## src/apwp_cfg.svh

```systemverilog
`ifndef APWP_CFG_SVH
`define APWP_CFG_SVH

`define APWP_CLK_MHZ 25
`define APWP_STROBE_NS 80
`define APWP_STROBE_CYC ((`APWP_STROBE_NS * `APWP_CLK_MHZ + 999) / 1000)
`define APWP_SETUP_NS 40
`define APWP_SETUP_CYC ((`APWP_SETUP_NS * `APWP_CLK_MHZ + 999) / 1000)
`define APWP_HOLD_NS 40
`define APWP_HOLD_CYC ((`APWP_HOLD_NS * `APWP_CLK_MHZ + 999) / 1000)
`define APWP_RECOVERY_WORD 16'h0002
`define APWP_BYTE_W 8
`define APWP_WORD_W 16
`define APWP_RESULT_W 12

`endif

```

## src/apwp_pkg.sv

```systemverilog
package apwp_pkg;
    typedef enum logic [1:0] {
        APWP_IDLE_ST, APWP_SETUP_ST, APWP_STROBE_ST, APWP_HOLD_ST
    } apwp_phase_type;
    typedef enum logic [1:0] {
        APWP_OP_WRITE, APWP_OP_READ, APWP_OP_RECOVER
    } apwp_op_type;
endpackage
```

## src/apwp_cycle_if.sv

```systemverilog
`timescale 1ns/1ps
`default_nettype none
interface apwp_cycle_if;
    logic start;
    logic isRead;
    logic done;
    logic [3:0] waitStates;
    modport seq (input start, input isRead, input waitStates, output done);
    modport ctl (output start, output isRead, output waitStates, input done);
endinterface
`default_nettype wire

```

## src/apwp_cycle_seq.sv

```systemverilog
`timescale 1ns/1ps
`default_nettype none
`include "apwp_cfg.svh"
module apwp_cycle_seq
    import apwp_pkg::*;
(
    // Clock and reset
    input wire logic clk,
    input wire logic arst_n,
    // Cycle request
    apwp_cycle_if.seq cyc,
    // Strobes and data drive phase
    output logic strobeActive,
    output logic dataDrive,
    output logic sampleRead
);
    localparam int STROBE_CYC = `APWP_STROBE_CYC;
    localparam int SETUP_CYC = `APWP_SETUP_CYC;
    localparam int HOLD_CYC = `APWP_HOLD_CYC;
    if (STROBE_CYC < 1 || SETUP_CYC < 1 || HOLD_CYC < 1 || STROBE_CYC > 200) begin : gBadTiming
        $error("apwp_cycle_seq: timing counts out of range");
    end

    apwp_phase_type phase_ff;
    logic isRead_ff;
    logic [7:0] cnt_ff;

    always_ff @(posedge clk or negedge arst_n) begin
        if (!arst_n) begin
            phase_ff <= APWP_IDLE_ST;
            cnt_ff <= 8'h00;
            isRead_ff <= 1'b0;
        end else begin
            case (phase_ff)
                APWP_IDLE_ST: begin
                    if (cyc.start) begin
                        phase_ff <= APWP_SETUP_ST;
                        isRead_ff <= cyc.isRead;
                        cnt_ff <= 8'(SETUP_CYC - 1);
                    end
                end
                APWP_SETUP_ST: begin
                    if (cnt_ff == 8'h00) begin
                        phase_ff <= APWP_STROBE_ST;
                        // Wait states stretch the active strobe
                        cnt_ff <= 8'(STROBE_CYC - 1) + {4'h0, cyc.waitStates};
                    end else begin
                        cnt_ff <= cnt_ff - 8'h01;
                    end
                end
                APWP_STROBE_ST: begin
                    if (cnt_ff == 8'h00) begin
                        phase_ff <= APWP_HOLD_ST;
                        cnt_ff <= 8'(HOLD_CYC - 1);
                    end else begin
                        cnt_ff <= cnt_ff - 8'h01;
                    end
                end
                APWP_HOLD_ST: begin
                    if (cnt_ff == 8'h00) begin
                        phase_ff <= APWP_IDLE_ST;
                    end else begin
                        cnt_ff <= cnt_ff - 8'h01;
                    end
                end
                default: phase_ff <= APWP_IDLE_ST;
            endcase
        end
    end

    assign strobeActive = (phase_ff == APWP_STROBE_ST);
    // Write data held across setup, strobe and hold around the rising edge
    assign dataDrive = !isRead_ff && (phase_ff != APWP_IDLE_ST);
    // Read data taken on the last strobe cycle, before the strobe rises
    assign sampleRead = isRead_ff && strobeActive && (cnt_ff == 8'h00);
    assign cyc.done = (phase_ff == APWP_HOLD_ST) && (cnt_ff == 8'h00);
endmodule
`default_nettype wire

```

## src/apwp_host.sv

```systemverilog
`timescale 1ns/1ps
`default_nettype none
`include "apwp_cfg.svh"
module apwp_host
    import apwp_pkg::*;
#(
    parameter int WAIT_STATES = 0
) (
    // Clock and reset
    input wire logic clk,
    input wire logic arst_n,
    // Mode strap
    input wire logic wordMode,
    // Command port
    input wire logic cmdValid,
    output logic cmdReady,
    input wire logic [1:0] cmdOp,
    input wire logic [15:0] cmdData,
    output logic rspValid,
    output logic [15:0] rspData,
    output logic [11:0] rspResult,
    // Busy notification
    input wire logic busyPin,
    output logic busyFall,
    // Device pins
    output logic csN,
    output logic wrN,
    output logic rdN,
    output logic wordByteSel,
    output logic [15:0] dataLinesOut,
    output logic [15:0] dataLinesOe,
    input wire logic [15:0] dataLinesIn
);
    // Parameter and pin width checks at elaboration
    if (WAIT_STATES < 0 || WAIT_STATES > 15) begin : gBadWait
        $error("apwp_host: WAIT_STATES must be 0..15");
    end
    if (`APWP_WORD_W != 16 || `APWP_BYTE_W != 8 || `APWP_RESULT_W != 12) begin : gBadWidth
        $error("apwp_host: pin widths must be 16, 8 and 12");
    end

    typedef enum logic [2:0] {
        APWP_IDLE, APWP_LOW, APWP_HIGH, APWP_GAP, APWP_DONE
    } apwp_ctl_type;

    // Bus cycle sequencer and its handshake
    apwp_cycle_if cyc ();
    logic strobeActive;
    logic dataDrive;
    logic sampleRead;

    apwp_cycle_seq u_seq (
        .clk(clk),
        .arst_n(arst_n),
        .cyc(cyc),
        .strobeActive(strobeActive),
        .dataDrive(dataDrive),
        .sampleRead(sampleRead)
    );

    // Transfer state and captured command
    apwp_ctl_type state_ff;
    logic isRead_ff;
    logic byteMode_ff;
    logic highHalf_ff;
    logic issued_ff;
    logic [15:0] word_ff;
    logic [15:0] rdWord_ff;
    logic rspValid_ff;
    logic [15:0] rspData_ff;
    // Synchroniser stages for pins
    logic wordMode_s1_ff;
    logic wordMode_s2_ff;
    logic busy_s1_ff;
    logic busy_s2_ff;
    logic busy_d_ff;
    logic [15:0] din_s1_ff;
    logic [15:0] din_s2_ff;

    // Pin synchronisers
    always_ff @(posedge clk or negedge arst_n) begin
        if (!arst_n) begin
            wordMode_s1_ff <= 1'b1;
            wordMode_s2_ff <= 1'b1;
            busy_s1_ff <= 1'b0;
            busy_s2_ff <= 1'b0;
            busy_d_ff <= 1'b0;
            din_s1_ff <= 16'h0000;
            din_s2_ff <= 16'h0000;
        end else begin
            wordMode_s1_ff <= wordMode;
            wordMode_s2_ff <= wordMode_s1_ff;
            busy_s1_ff <= busyPin;
            busy_s2_ff <= busy_s1_ff;
            busy_d_ff <= busy_s2_ff;
            din_s1_ff <= dataLinesIn;
            din_s2_ff <= din_s1_ff;
        end
    end

    // Busy falling edge signals end of conversion
    assign busyFall = busy_d_ff && !busy_s2_ff;

    // Transfer sequencing
    always_ff @(posedge clk or negedge arst_n) begin
        if (!arst_n) begin
            state_ff <= APWP_IDLE;
            isRead_ff <= 1'b0;
            byteMode_ff <= 1'b0;
            highHalf_ff <= 1'b0;
            issued_ff <= 1'b0;
            word_ff <= 16'h0000;
        end else begin
            case (state_ff)
                APWP_IDLE: begin
                    if (cmdValid) begin
                        isRead_ff <= (cmdOp == APWP_OP_READ);
                        // Recovery sends the fixed word
                        word_ff <= (cmdOp == APWP_OP_RECOVER) ? `APWP_RECOVERY_WORD : cmdData;
                        byteMode_ff <= !wordMode_s2_ff;
                        highHalf_ff <= 1'b0;
                        issued_ff <= 1'b0;
                        state_ff <= APWP_LOW;
                    end
                end
                APWP_LOW, APWP_HIGH: begin
                    if (!issued_ff) begin
                        issued_ff <= 1'b1;
                    end else if (cyc.done) begin
                        issued_ff <= 1'b0;
                        if (byteMode_ff && !highHalf_ff) begin
                            state_ff <= APWP_GAP;
                        end else begin
                            state_ff <= APWP_DONE;
                        end
                    end
                end
                APWP_GAP: begin
                    highHalf_ff <= 1'b1;
                    state_ff <= APWP_HIGH;
                end
                APWP_DONE: state_ff <= APWP_IDLE;
                default: state_ff <= APWP_IDLE;
            endcase
        end
    end

    // One start pulse per byte or word cycle
    assign cyc.start = (state_ff == APWP_LOW || state_ff == APWP_HIGH) && !issued_ff;
    assign cyc.isRead = isRead_ff;
    assign cyc.waitStates = 4'(WAIT_STATES);
    assign cmdReady = (state_ff == APWP_IDLE);

    // Read capture, halves assembled low then high
    always_ff @(posedge clk or negedge arst_n) begin
        if (!arst_n) begin
            rdWord_ff <= 16'h0000;
        end else if (sampleRead) begin
            if (!byteMode_ff) begin
                rdWord_ff <= din_s2_ff;
            end else if (!highHalf_ff) begin
                rdWord_ff[7:0] <= din_s2_ff[7:0];
            end else begin
                rdWord_ff[15:8] <= din_s2_ff[7:0];
            end
        end
    end

    // Response pulse and word, one cycle after the transfer ends
    always_ff @(posedge clk or negedge arst_n) begin
        if (!arst_n) begin
            rspValid_ff <= 1'b0;
            rspData_ff <= 16'h0000;
        end else begin
            rspValid_ff <= (state_ff == APWP_DONE);
            if (state_ff == APWP_DONE) begin
                rspData_ff <= isRead_ff ? rdWord_ff : word_ff;
            end
        end
    end

    assign rspValid = rspValid_ff;
    assign rspData = rspData_ff;
    assign rspResult = rspData_ff[11:0];

    // Pin drive: chip select and strobe asserted together
    assign csN = !strobeActive;
    assign wrN = !(strobeActive && !isRead_ff);
    assign rdN = !(strobeActive && isRead_ff);
    assign wordByteSel = (state_ff == APWP_IDLE) ? wordMode_s2_ff : !byteMode_ff;

    // Data line drive, released during reads except bit 8 in byte mode
    always_comb begin
        dataLinesOut = 16'h0000;
        dataLinesOe = 16'h0000;
        if (dataDrive) begin
            if (!byteMode_ff) begin
                dataLinesOut = word_ff;
                dataLinesOe = 16'hffff;
            end else begin
                dataLinesOut[7:0] = highHalf_ff ? word_ff[15:8] : word_ff[7:0];
                dataLinesOe[7:0] = 8'hff;
            end
        end
        if (byteMode_ff && state_ff != APWP_IDLE) begin
            // Shared pin as high-byte enable
            dataLinesOut[8] = highHalf_ff;
            dataLinesOe[8] = 1'b1;
        end
    end
endmodule
`default_nettype wire

```

## config.mk

```make
export PLATFORM = sky130hd
export DESIGN_NAME = apwp_host
export DESIGN_NICKNAME = d
export VERILOG_FILES = /design/src/apwp_pkg.sv /design/src/apwp_cycle_if.sv /design/src/apwp_cycle_seq.sv /design/src/apwp_host.sv
export VERILOG_INCLUDE_DIRS = /design/src
export SDC_FILE = /design/constraint.sdc
export NUM_CORES = 1
export LEC_CHECK = 0
export BUFFER_PORTS_ARGS = -buffer_cell sky130_fd_sc_hd__buf_2
export CAP_MARGIN = 20
export CORE_UTILIZATION = 54
export DETAILED_ROUTE_END_ITERATION = 8
export PLACE_DENSITY = 0.89
export SYNTH_ARGS = -nofsm -noshare
export SYNTH_HDL_FRONTEND = slang
export SYNTH_HIERARCHICAL = 1
export SYNTH_SLANG_ARGS = --single-unit
```

## constraint.sdc

```tcl
create_clock -name clk -period 3.2 [get_ports clk]
set_input_delay 0.96 -clock clk [delete_from_list [all_inputs] [get_ports clk]]
set_output_delay 0.96 -clock clk [all_outputs]
set_load 0.05 [all_outputs]
```

==> results.toml <==
[clock_tree]
cts_root_buffer = "clkbuf_8"
cts_hold_repair.buffers = 0
clkTransAtPathRegs_ns = 0.12
cts_made_buffers = 9
insertion_delay_ns = 0.37
cts.sinks = 104
cts_tree = "done"
clk_path_buf_depth = 2
htree_levels = 3

[grt]
track_usage_pct = 22.7
grt_max_degree = 105
grt.overflow.total = 0
grt_pass1_wl_um = 15600
grt_pass1_vias = 3208
antenna_found_initial = 0

[logic_synthesis]
async_reset_ff_share_pct = 100
synth_ff_type = "dfrtp_1"
yosys.area.top_type = "dfrtp_1"
syn_inst = 441
ys_top_cells_by_area = "dfrtp_1 (53%), nand2_1 (4.7%), buf_4 (4.5%)"
yosysWarnings = 6
ys_types = 62
synth_top_cell_area_share_pct = 52.9
avgSynthCellArea_um2 = 10.9
ys_ff_latch = 104
yosysSeqAreaShare_pct = 54.0
syn-cell-area_mm2 = 0.00482
synth_edf_count = 0

[timing]
skew_ns = 0.0163
timing.hold.ws_ns = 0.358
tns_ns = 0
hold_violations = 0
max-slew-margin-rel_pct = 45.0
rsz0062_at_grt = "false"
drv_slew = 0
fin_crit_ns = 3.06
setup_violations = 0
fin_crit_sh_pct = 95.6
tightestPinTransition_ns = 0.818
layout_setup_ws_ns = 0.142
fmax_mhz = 327

[power_and_ir_drop]
power.switching_mw = 0.601
power_frac_comb_pct = 4.6
p_int_mw = 1.71
total_power_mw = 2.31
p_clk_share_pct = 36.1
powerDensity_mw_per_mm2 = 421
pwr-share-seq_pct = 59.3
p_leak_nw = 2.68
irDropWorstVdd_v = 0.000326
p_sw_share_pct = 26.0

[floorplanning]
num_rows = 34
pin_count = 106
die_area_mm2 = 0.00932
coreArea_mm2 = 0.00868
die_y_um = 96.5
fp.dieW_um = 96.5
start_util_pct = 55.6

[critical_path]
cp.required_ns = 2.24
setup.worst_path.end_class = "output pin"
crit_type = "reg2out"
arrival_ns = 2.10
cp-start-kind = "register"
cp_max_fo = 16

[min_path]
hold_path_class = "reg2reg"

[placed_design]
portBuffers = 105
dp_cells = 622
place_ws_ns = 0.470
dpl_cell_area_mm2 = 0.00527
gp_congestion = 0.817
dp_hpwl_um = 7030

[final_layout]
stdcell_area_mm2 = 0.00549
syn_to_final_growth_pct = 13.8
post-route-util_pct = 63.2
mostFrequentLayoutCells = "buf_2 (103), dfrtp_1 (101), nand2_1 (60)"
layout_commonest_cell = "buf_2"
layout.cells.non_filler = 638
layout-drive-gt1-share_pct = 33.8
nNetsFinal = 570
diodes = 0

[detailed_routing]
drt_iter0_drc = 211
drc_errors = 0
firstDrtPassIters = 5
drt-total-wl_um = 9910
ant_nets = 0
num_vias = 3444
routedWlPerCell_um = 15.5
drt-vias-per-instance = 5.40

[run_status]
outcome = "complete, no violations"

[flow_run]
drv_cap = 0
-- area by class of cell --
class | instances | area [um2]
Inverter | 10 | 37.5
Clock inverter | 7 | 88.8
Clock buffer | 9 | 124
Timing Repair Buffer | 113 | 603
Tap cell | 108 | 135
Fill cell | 708 | 3190
Multi-Input combinational cell | 287 | 1890
Sequential cell | 104 | 2610
-- power by group through the flow --
stage                     sequential (mW)  clock, mW  combinational (mW)
after floorplan                      1.39          0              0.0470
after global placement               1.40          0               0.104
after detailed placement             1.40          0               0.107
after CTS                            1.37      0.857               0.107
after global routing                 1.38      0.908               0.120
final                                1.37      0.834               0.106
-- per-layer routing --
metal | vias to the layer above | share of wire [%] | global-route usage, %
met5 | - | 0 | 0
met4 | 0 | 1.8 | 9.07
met3 | 12 | 5.3 | 4.85
met2 | 127 | 48 | 35.0
met1 | 1653 | 45 | 31.4
li1 | 1652 | - | -
-- kinds of logic (layout without fill, tap and decap cells) --
kind of cell               count (synthesis)  in the layout  synth area share [%]
xor gates and xnor gates                   4              4                 0.726
DFF                                      104            104                  54.0
AOI/OAI and AO/OA                         86             86                  12.6
adders and majority gates                  6              6                  1.56
muxes                                     27             27                  5.86
buffers and inverters                     59            139                  7.65
other                                      1             10                0.0777
and+or+nand+nor                          154            154                  17.6
-- cells in the mapped netlist (all sizes together) (2+ instances only) --
cell type / n
a211oi: 2
a21boi: 8
a21oi: 27
a31oi: 4
a32oi: 2
and2: 9
buf: 40
clkbuf: 9
dfrtp: 102
dfstp: 2
ha: 6
inv: 10
mux2: 10
mux2i: 17
nand2: 61
nand2b: 5
nand3: 18
nand3b: 7
nand4: 2
nor2: 21
nor2b: 6
nor3: 8
nor3b: 3
nor4: 3
o21a: 2
o21ai: 15
o21bai: 2
o22ai: 13
or3: 3
xnor2: 3
-- state kept, by name, summed over array words and instances, names as in the netlist, 2 cells and up --
register,flops
din_s1_ff,16
din_s2_ff,16
rdWord_ff,16
rspData,16
word_ff,16
u_seq/cnt_ff,8
state_ff,3
u_seq/phase_ff,2
-- path summary, 6_finish.rpt --
path / start / end / slack (ns) / depth (start not counted)
max in group asynchronous: arst_n / byteMode_ff / 2.16 / 2
max reg2reg: u_seq/cnt_ff[0] / rdWord_ff[5] / 0.66 / 7
max: u_seq/phase_ff[0] / dataLinesOut[2] / 0.14 / 6
min reg2reg: din_s1_ff[4] / din_s2_ff[4] / 0.36 / 0
min: din_s1_ff[4] / din_s2_ff[4] / 0.36 / 0
min in group asynchronous: arst_n / din_s1_ff[3] / 0.64 / 2
-- critical path, cell delays in order (launching register included) --
cell and delay [ns]:
dfrtp_1 0.42, inv_1 0.08, ha_2 0.26, nor2_2 0.13, buf_4 0.20, a21boi_0 0.30, buf_2 0.32
-- repair_timing --
action | CTS | global route
hold endpoints to repair | 0 | 0
endpoints found under the setup margin | 0 | 5
setup buffers | 0 | 0
gates resized for setup | 0 | 3
Power figures use the tool's default switching activity.
